==> config.mk <==
export PLATFORM = sky130hd
export DESIGN_NAME = spm_counters
export DESIGN_NICKNAME = d
export VERILOG_FILES = /design/src/logic/spm_pkg.sv /design/src/logic/spm_avail.sv /design/src/logic/spm_counters.sv /design/src/logic/spm_tick.sv
export SDC_FILE = /design/constraint.sdc
export NUM_CORES = 1
export LEC_CHECK = 0
export ABC_AREA = 1
export BUFFER_PORTS_ARGS = -buffer_cell sky130_fd_sc_hd__buf_2
export CORE_MARGIN = 2
export CORE_UTILIZATION = 56
export DETAILED_ROUTE_END_ITERATION = 10
export PLACE_DENSITY_LB_ADDON = 0.12
export SYNTH_ARGS = -nofsm -noshare
export SYNTH_HDL_FRONTEND = slang
export SYNTH_SLANG_ARGS = --single-unit
==> constraint.sdc <==
create_clock -name mclk -period 15.9 [get_ports mclk]
set_input_delay 0 -clock mclk [delete_from_list [all_inputs] [get_ports mclk]]
set_output_delay 0 -clock mclk [all_outputs]
set_load 0.01 [all_outputs]
==> src/logic/spm_pkg.sv <==
package spm_pkg;
  // Counter widths
  localparam int CNT_W = 32;
  localparam int B1_W = 4;          // 0..8 mismatched bits per frame
  localparam int B2_W = 12;         // 0..8 x N per frame
  localparam int STS_N = 3;         // STS-N order of the port
  localparam logic [B2_W-1:0] B2_MAX = 12'(8 * STS_N);
  localparam logic [B1_W-1:0] B1_MAX = 4'h8;
  // Consecutive seconds to enter or leave unavailable state
  localparam logic [3:0] UAS_RUN = 4'hA;
  // Tick divider: one second at 100 MHz
  localparam int CLK_HZ = 100_000_000;
  localparam int TICK_CYC = CLK_HZ * 1;
  localparam logic [CNT_W-1:0] ZERO = 32'h0000_0000;
  localparam logic [CNT_W-1:0] ONE = 32'h0000_0001;

  // Per-frame parity results and defect levels from the receive framer
  typedef struct packed {
    logic frame_valid;
    logic [B1_W-1:0] b1_errs;
    logic [B2_W-1:0] b2_errs;
    logic sef;
    logic los;
    logic ais_l;
    logic lower_fail;
    logic ais_l_fail;
  } spm_rx_t;

  // Protection configuration and state
  typedef struct packed {
    logic revertive;
    logic is_protect_card;
    logic on_protect;
  } spm_prot_t;

  typedef struct packed {
    logic [CNT_W-1:0] section_violation_count;
    logic [CNT_W-1:0] section_errored_seconds;
    logic [CNT_W-1:0] section_severe_seconds;
    logic [CNT_W-1:0] section_framing_severe_seconds;
    logic [CNT_W-1:0] line_violation_count;
    logic [CNT_W-1:0] line_errored_seconds;
    logic [CNT_W-1:0] line_severe_seconds;
    logic [CNT_W-1:0] line_unavailable_seconds;
    logic [CNT_W-1:0] line_failure_events;
    logic [CNT_W-1:0] protection_switch_count;
    logic [CNT_W-1:0] protection_switch_duration;
    logic [CNT_W-1:0] switch_count_working_variant;
    logic [CNT_W-1:0] switch_count_span_variant;
    logic [CNT_W-1:0] switch_count_ring_variant;
  } spm_counts_t;

  typedef enum logic [1:0] {
    SPM_AVAIL = 2'h1,
    SPM_UNAVAIL = 2'h2
  } spm_avail_t;
endpackage

==> src/logic/spm_avail.sv <==
`timescale 1ns/100ps
// Line availability tracker, fed once per second
module spm_avail (
  input wire logic mclk,
  input wire logic reset,
  input wire logic tick,
  input wire logic severe,
  output logic unavail
);
  import spm_pkg::*;

  spm_avail_t state_r;
  logic [3:0] run_r;

  // Count runs of severe (or clean) seconds; switch state after ten in a row
  always_ff @(posedge mclk or posedge reset) begin
    if (reset) begin
      state_r <= SPM_AVAIL;
      run_r <= 4'h0;
    end else if (tick) begin
      case (state_r)
        SPM_AVAIL: begin
          if (!severe) begin
            run_r <= 4'h0;
          end else if (run_r == UAS_RUN - 4'h1) begin
            state_r <= SPM_UNAVAIL;
            run_r <= 4'h0;
          end else begin
            run_r <= run_r + 4'h1;
          end
        end
        SPM_UNAVAIL: begin
          if (severe) begin
            run_r <= 4'h0;
          end else if (run_r == UAS_RUN - 4'h1) begin
            state_r <= SPM_AVAIL;
            run_r <= 4'h0;
          end else begin
            run_r <= run_r + 4'h1;
          end
        end
        default: begin
          state_r <= SPM_AVAIL;
          run_r <= 4'h0;
        end
      endcase
    end
  end

  assign unavail = (state_r == SPM_UNAVAIL);
endmodule // spm_avail

==> src/logic/spm_counters.sv <==
`timescale 1ns/100ps
module spm_counters #(
  parameter int TICK_PERIOD = spm_pkg::TICK_CYC
) (
  input wire logic mclk,
  input wire logic reset,
  input spm_pkg::spm_rx_t rx,
  input spm_pkg::spm_prot_t prot,
  input wire logic [31:0] sect_k,
  input wire logic [31:0] line_k,
  input wire logic period_start,
  output spm_pkg::spm_counts_t counts,
  output logic second_tick,
  output logic line_unavailable
);
  import spm_pkg::*;

  logic tick;
  logic [CNT_W-1:0] sect_sec_r;
  logic [CNT_W-1:0] line_sec_r;
  logic sect_def_r;
  logic sef_seen_r;
  logic line_def_r;
  logic fail_r;
  logic on_prot_r;
  logic [B1_W-1:0] b1_add;
  logic [B2_W-1:0] b2_add;
  logic fail_now;
  logic sect_err_sec;
  logic sect_sev_sec;
  logic line_err_sec;
  logic line_sev_sec;
  logic unavail;
  logic switched;
  logic prot_second;

  // Common one-second tick for every per-second decision
  spm_tick #(
    .PERIOD(TICK_PERIOD)
  ) u_tick (
    .mclk(mclk),
    .reset(reset),
    .tick(tick)
  );

  // Clamp parity inputs so a faulty framer cannot over-count
  assign b1_add = (rx.b1_errs > B1_MAX) ? B1_MAX : rx.b1_errs;
  assign b2_add = (rx.b2_errs > B2_MAX) ? B2_MAX : rx.b2_errs;

  // Per-second accumulators, restarted at each tick
  always_ff @(posedge mclk or posedge reset) begin
    if (reset) begin
      sect_sec_r <= ZERO;
      line_sec_r <= ZERO;
    end else if (tick) begin
      // A frame that lands on the tick opens the new second rather than being lost
      sect_sec_r <= rx.frame_valid ? CNT_W'(b1_add) : ZERO;
      line_sec_r <= rx.frame_valid ? CNT_W'(b2_add) : ZERO;
    end else if (rx.frame_valid) begin
      sect_sec_r <= sect_sec_r + CNT_W'(b1_add);
      line_sec_r <= line_sec_r + CNT_W'(b2_add);
    end
  end

  // Defect presence latched across the second; cleared by the tick
  always_ff @(posedge mclk or posedge reset) begin
    if (reset) begin
      sect_def_r <= 1'b0;
      sef_seen_r <= 1'b0;
      line_def_r <= 1'b0;
    end else if (tick) begin
      sect_def_r <= 1'b0;
      sef_seen_r <= 1'b0;
      line_def_r <= 1'b0;
    end else begin
      sect_def_r <= sect_def_r | rx.sef | rx.los;
      sef_seen_r <= sef_seen_r | rx.sef;
      line_def_r <= line_def_r | rx.ais_l;
    end
  end

  // Second qualification; defects present in the tick cycle itself are included
  assign sect_err_sec = (sect_sec_r != ZERO) || sect_def_r || rx.sef || rx.los;
  assign sect_sev_sec = (sect_sec_r >= sect_k) || sect_def_r || rx.sef || rx.los;
  assign line_err_sec = (line_sec_r != ZERO) || line_def_r || rx.ais_l;
  assign line_sev_sec = (line_sec_r >= line_k) || line_def_r || rx.ais_l;

  // Availability follows consecutive severe seconds
  spm_avail u_avail (
    .mclk(mclk),
    .reset(reset),
    .tick(tick),
    .severe(line_sev_sec),
    .unavail(unavail)
  );

  // Violation counts are running totals of every erred bit
  always_ff @(posedge mclk or posedge reset) begin
    if (reset) begin
      counts.section_violation_count <= ZERO;
      counts.line_violation_count <= ZERO;
    end else if (rx.frame_valid) begin
      counts.section_violation_count <= counts.section_violation_count + CNT_W'(b1_add);
      counts.line_violation_count <= counts.line_violation_count + CNT_W'(b2_add);
    end
  end

  // Section second counts
  always_ff @(posedge mclk or posedge reset) begin
    if (reset) begin
      counts.section_errored_seconds <= ZERO;
      counts.section_severe_seconds <= ZERO;
      counts.section_framing_severe_seconds <= ZERO;
    end else if (tick) begin
      if (sect_err_sec) begin
        counts.section_errored_seconds <= counts.section_errored_seconds + ONE;
      end
      if (sect_sev_sec) begin
        counts.section_severe_seconds <= counts.section_severe_seconds + ONE;
      end
      // SEF alone decides, whatever LOS or LOF did
      if (sef_seen_r || rx.sef) begin
        counts.section_framing_severe_seconds <= counts.section_framing_severe_seconds + ONE;
      end
    end
  end

  // Line second counts; the unavailable count uses the state at the tick,
  // so the ten qualifying seconds are not back-dated
  always_ff @(posedge mclk or posedge reset) begin
    if (reset) begin
      counts.line_errored_seconds <= ZERO;
      counts.line_severe_seconds <= ZERO;
      counts.line_unavailable_seconds <= ZERO;
    end else if (tick) begin
      if (line_err_sec) begin
        counts.line_errored_seconds <= counts.line_errored_seconds + ONE;
      end
      if (line_sev_sec) begin
        counts.line_severe_seconds <= counts.line_severe_seconds + ONE;
      end
      if (unavail) begin
        counts.line_unavailable_seconds <= counts.line_unavailable_seconds + ONE;
      end
    end
  end

  // Failure events counted on the opening edge only
  assign fail_now = rx.ais_l_fail | rx.lower_fail;

  always_ff @(posedge mclk or posedge reset) begin
    if (reset) begin
      fail_r <= 1'b0;
    end else begin
      fail_r <= fail_now;
    end
  end

  // A period reset zeroes the count, but an event still open is not
  // recounted in the new period since only a rising edge adds one
  always_ff @(posedge mclk or posedge reset) begin
    if (reset) begin
      counts.line_failure_events <= ZERO;
    end else if (period_start) begin
      counts.line_failure_events <= (fail_now && !fail_r) ? ONE : ZERO;
    end else if (fail_now && !fail_r) begin
      counts.line_failure_events <= counts.line_failure_events + ONE;
    end
  end

  // Protection switch tracking
  always_ff @(posedge mclk or posedge reset) begin
    if (reset) begin
      on_prot_r <= 1'b0;
    end else begin
      on_prot_r <= prot.on_protect;
    end
  end

  // With revertive set, any change of the selected line is one transfer, away or back, on either card
  assign switched = prot.revertive && (prot.on_protect != on_prot_r);

  always_ff @(posedge mclk or posedge reset) begin
    if (reset) begin
      counts.protection_switch_count <= ZERO;
    end else if (switched) begin
      counts.protection_switch_count <= counts.protection_switch_count + ONE;
    end
  end

  // Working line: seconds on protection; protection line: seconds carrying traffic.
  // Traffic on protection with revertive set means the same condition seen from either card.
  assign prot_second = prot.revertive && prot.on_protect;

  always_ff @(posedge mclk or posedge reset) begin
    if (reset) begin
      counts.protection_switch_duration <= ZERO;
    end else if (tick && prot_second) begin
      counts.protection_switch_duration <= counts.protection_switch_duration + ONE;
    end
  end

  // Ring protection is unsupported, so these variants stay at zero
  always_ff @(posedge mclk or posedge reset) begin
    if (reset) begin
      counts.switch_count_working_variant <= ZERO;
      counts.switch_count_span_variant <= ZERO;
      counts.switch_count_ring_variant <= ZERO;
    end else begin
      counts.switch_count_working_variant <= ZERO;
      counts.switch_count_span_variant <= ZERO;
      counts.switch_count_ring_variant <= ZERO;
    end
  end

  assign second_tick = tick;
  assign line_unavailable = unavail;
endmodule // spm_counters

==> src/logic/spm_tick.sv <==
`timescale 1ns/100ps
// One-second tick divider
module spm_tick #(
  parameter int PERIOD = spm_pkg::TICK_CYC
) (
  input wire logic mclk,
  input wire logic reset,
  output logic tick
);
  import spm_pkg::*;

  logic [31:0] cnt_r;

  // Free-running count, one pulse per period
  always_ff @(posedge mclk or posedge reset) begin
    if (reset) begin
      cnt_r <= 32'h0000_0000;
      tick <= 1'b0;
    end else if (cnt_r == 32'(PERIOD - 1)) begin
      cnt_r <= 32'h0000_0000;
      tick <= 1'b1;
    end else begin
      cnt_r <= cnt_r + 32'h0000_0001;
      tick <= 1'b0;
    end
  end
endmodule // spm_tick

# Word level (Yosys, flattened, before mapping)
# Index checks and enable logic that the tools add are counted.
# op_classes
n_addsub,15
multipliers,0
n_div,0
order_cmp,4
eq_ne,9
shift,0
muxes,25
bitwise,5
n_reduce_logical,27
# ops
op,count
$add A32 B1 Y32 const B,10
$mux W32,7
$add A32 B12 Y32,2
$add A32 B4 Y32,2
$ge A32 B32 Y1,2
$reduce_bool A32 Y1,2
$eq A32 B27 Y1 const B,1
$mux W12,2
$mux W4,5
$gt A12 B5 Y1 const B,1
$reduce_and A2 Y1,6
$logic_or A1 B1 Y1,11
$mux W2,4
$pmux W4 S2,1
$ne A2 B1 Y1 const B,3
$mux W1,5
$or A1 B1 Y1,5
$reduce_and A5 Y1,1
$add A4 B1 Y4 const B,1
$eq A4 B4 Y1 const B,1
$gt A4 B4 Y1 const B,1
$logic_and A1 B1 Y1,4
$pmux W2 S2,1
$reduce_bool A2 Y1,2
other kinds (5),5
# word_totals
register_bits,460
latch_bits,0
mem_bits_rw,0
mem_bits_ro,0
out_inout_bits,450
wordCells,107
mem_count,0

# Logic depth before layout (Yosys ltp)
# logic_depth
word_depth,5
depth_mapped,20
depth_no_buf,20

# By module
# Synthesis repeated with hierarchy kept, for this count alone.
# unflattened
hier_cells,3664
area_unflattened_um2,28343.4
# modules_own_cells
mod,instances,cells_each,area_per_inst_um2,seq_area_each_um2
spm_counters,1,3339,26007.4,10535.1
spm_tick,1,276,1943.1,825.8
spm_avail,1,49,392.9,151.4

# Worst setup path after synthesis
# No wires, ideal clock.
# synth_timing
path_kind,input to register
from,input rx[5] in the netlist's numbering
to,register line_sec_r[30]
t_arrival_ns,2.491
path_slack_ns,13.321
cell_stages,15
n_path_buf,0
cell_sequence,o311ai_0 nand3_1 nor2_1 inv_1 fa_1 inv_1 nand3_1 nand2_1 nand2_1 nand2_1 a21oi_1 o21bai_1 nand4_1 o21ai_0 nor3b_1
# synth_via
elab_chain_cells,5
# synth_lines
element,line,rtl
"start, declared",spm_counters.sv:7,"input spm_pkg::spm_rx_t rx,"
$gt A12 B5 Y1,spm_counters.sv:48,assign b2_add = (rx.b2_errs > B2_MAX) ? B2_MAX : rx.b2_errs;
$mux W12 (*),spm_counters.sv:48,
$add A32 B12 Y32 (*),spm_counters.sv:61,line_sec_r <= line_sec_r + CNT_W'(b2_add);
$mux W32 (*),spm_counters.sv:59,end else if (rx.frame_valid) begin
$mux W32 (*),spm_counters.sv:55,end else if (tick) begin
"end signal, assigned",spm_counters.sv:58,line_sec_r <= rx.frame_valid ? CNT_W'(b2_add) : ZERO;
"end signal, assigned",spm_counters.sv:61,
"end, declared",spm_counters.sv:20,logic [CNT_W-1:0] line_sec_r;
# Every way passes the cells marked *; elsewhere a longest branch is shown, timed or not. The select of a mux whose other input is x is not followed.
# A chain may end at the register's enable or synchronous reset.

# Worst setup path in the final report
# layout_timing
from,input rx[6] in the netlist's numbering
to,register line_sec_r[30]
# The elaborated chain is that of the path after synthesis.

==> impl_metrics.tcl <==
set metrics [dict create \
    timing.slew.headroom 0.2317 \
    fin_worst_skew_ns 0.01184 \
    met2_usage 0.4559 \
    die-area_sq_um 50510 \
    antenna_found_initial 16 \
    fmax_ghz 0.2936 \
    syn_area_sq_um 27290 \
    grt_max_degree 141 \
    grt_pass1_wl_um 114600 \
    cap_violations 0 \
    worst_ep_arrival_time_ns 3.91 \
    synth_edf_count 0 \
    grt_use_met1 0.3678 \
    grt_overflow_total 0 \
    fin_hold_ws_ns 0.04329 \
    ant_nets 0 \
    rsz0062_at_grt "no" \
    drt-initial-drc-count 1505 \
    p_leak_uw 0.01680 \
    report.power.total_uw 2954 \
    insertion_delay_ns 0.59 \
    clockBufferDepth 3 \
    synthToLayoutAreaGrowth_pct 16.37 \
    grt_use_total 0.2761 \
    regArea_sq_um 11510 \
    cts_max_level 2 \
    critPathSlowestCell "dlygate4sd3_1" \
    final_core_util 0.6623 \
    drcViolationCount 0 \
    wire_per_inst_um 15.26 \
    synth_top_area_frac 0.4209 \
    grt_pass1_vias 23030 \
    gp_congestion 0.9629 \
    cts_tree "yes" \
    hold_viol_final 0 \
    yosys_warnings 0 \
    ys_seq_area_frac 0.4219 \
    synth_cell_type_count 65 \
    critPathMostFrequentCell "nand2_1" \
    cts_setup_buffers 0 \
    setup.worst_path.start_class "input port" \
    wl_um 69800 \
    cts_buffers 51 \
    drt_pre_antenna_iters 7 \
    cpPeakStageDelay_ns 0.55 \
    synth_ff_type "dfrtp_1" \
    drive_above_1_share 0.1543 \
    avgSynthCellArea_sq_um 7.997 \
    io_buffer_count 444 \
    grt_util_met3 0.04455 \
    core_region_area_sq_um 47950 \
    vias_per_cell 5.271 \
    cts_root_buf "clkbuf_16" \
    critPathRequiredTime_ns 16.41 \
    setup_viol 0 \
    min_period_over_period 0.2142 \
    path_cells "dlygate4sd3_1, buf_2, o311ai_0, nand3_1, nor2_1, ha_1, inv_1, fa_1, inv_1, nand3_1, nand2_1, nand2_1, nand2_1, a21oi_1, o21bai_1, nand4_1, o21ai_0, nor3b_1" \
    synth-async-reset-ratio 1.000 \
    yosysMostFrequentCell "nand2_1" \
    clk_transition_reported_paths_ns 0.06 \
    ys_ff_latch 460 \
    hpwl_um 52120 \
    synth_largest_area_cell "dfrtp_1" \
    synth_cells 3412 \
    die_height_um 224.7 \
    row_count 80 \
    cts_sinks 460 \
    crit_path_end_kind "register" \
    synthTopCellsByArea "dfrtp_1, nand2_1, xor2_1" \
    place_area_sq_um 29860 \
    crit_type "input port to register" \
    grt.busiest_layer "met2" \
    hp-class "input port to register" \
    fin_area_sq_um 31760 \
    tightestPinTransition_ns 1.151 \
    fin_nets 4115 \
    vdd_drop_max_v 0.00008215 \
    fillers 4256 \
    multi_input_area_sq_um 13650 \
    synthTopCellsByCount "nand2_1, dfrtp_1, inv_1" \
    finalSetupTns_ns 0 \
    initial_core_util 0.5691 \
    outcome "finished clean" \
    die_x_um 224.7 \
    cp_max_fo 7 \
    drv_slew 0 \
    io_pins 542 \
    via_count 24110 \
    p_per_area_nw_per_um2 93.03 \
    fin_crit_ns 3.406 \
]
==> registers in the layout, summed over array words and instances (netlist names), 2 cells and up <==
| register | flops |
|---|---|
| line_sec_r | 32 |
| u_tick.cnt_r | 32 |
| u_avail.run_r | 4 |
| counts | 352 |
| sect_sec_r | 32 |
| u_avail.state_r | 2 |
==> stage by stage <==
step	worst slack [ns]	cells
3_5_place_dp	12.54	4451
2_1_floorplan	3.076	3517
4_1_cts	12.52	4563
5_1_grt	12.16	4571
6_report	12.49	4575
3_3_place_gp	12.56	4451
==> layout by cell type, fill, tap and decap left out, types with 6 or more instances in the layout <==
cell type	instances
nand2_1	789
dfrtp_1	458
buf_2	444
inv_1	417
nor2_1	318
xor2_1	185
nand3_1	179
nor3_1	144
xnor2_1	123
a21oi_1	122
nand4_1	114
conb_1	106
ha_1	104
o21ai_0	86
nor4_1	67
clkbuf_16	51
dlygate4sd3_1	26
nor2_2	22
o21a_1	14
diode_2	12
clkbuf_1	12
o31ai_1	11
clkbuf_8	11
buf_4	11
inv_2	10
o211ai_1	9
nor3_2	9
a31oi_1	7
or2_2	7
nand3b_1	6
==> critical path: cells and delay by family <==
kind | cells | cell delay, ns
adders and majority gates | 2 | 0.64
and+or+nand+nor | 8 | 1.26
buffers and inverters | 4 | 0.81
AOI/OAI and AO/OA | 4 | 1.19
==> timing repair <==
item,4_1_cts,5_1_grt
hold endpoints to repair,207,0
hold buffers,26,0
gates resized for setup,0,0
==> cells by family (layout without fill, tap and decap cells) <==
group	after synthesis	after routing	share of synthesized area
xor gates and xnor gates	308	308	0.09886
buffers and inverters	568	999	0.09249
DFF	460	460	0.4219
and+or+nand+nor	1694	1694	0.2794
AOI/OAI and AO/OA	272	272	0.05617
adders and majority gates	108	108	0.05062
muxes	1	1	0.0004126
other	1	118	0.0001374
==> power by group <==
part	internal, uW	switching (uW)	leakage (uW)	total (uW)
logic	185	292	0.00995	477
clock network	670	479	0.000787	1150
registers	1240	89.2	0.00606	1330
total	2090	860	0.0168	2950
==> layer usage <==
| metal | wire (um) | part of all wire | up-vias |
|---|---|---|---|
| li1 | - | - | 11940 |
| met5 | 76 | 0.0011 | - |
| met4 | 2418 | 0.035 | 12 |
| met1 | 30840 | 0.44 | 11270 |
| met2 | 32590 | 0.47 | 729 |
| met3 | 3888 | 0.056 | 159 |
==> area by class of cell <==
type	instances	share of cell area
diodes	12	0.0009456
clock buffers	74	0.04637
clock inverters	12	0.004019
repair buffers	481	0.08077
multi-input cells	2489	0.4297
flip-flops and latches	460	0.3626
well taps	615	0.02423
inverters	432	0.05138
==> path summary, 6_finish.rpt <==
kind                                             from                         end  cells after the start  slack [ns]
max reg2reg                sect_sec_r[29]$_DFFE_PP0P_     counts[366]$_DFFE_PP0P_                     13       12.51
min reg2reg                 u_tick.cnt_r[0]$_DFF_PP0_   u_tick.cnt_r[0]$_DFF_PP0_                      1        0.46
max in group asynchronous                       reset     counts[277]$_DFFE_PP0P_                      5       13.43
min in group asynchronous                       reset     counts[190]$_DFFE_PP0P_                      3        0.18
max                                             rx[6]  line_sec_r[30]$_DFFE_PP0P_                     18       12.49
min                                            rx[10]   line_sec_r[1]$_DFFE_PP0P_                      6        0.04
Power figures use the tool's default switching activity.
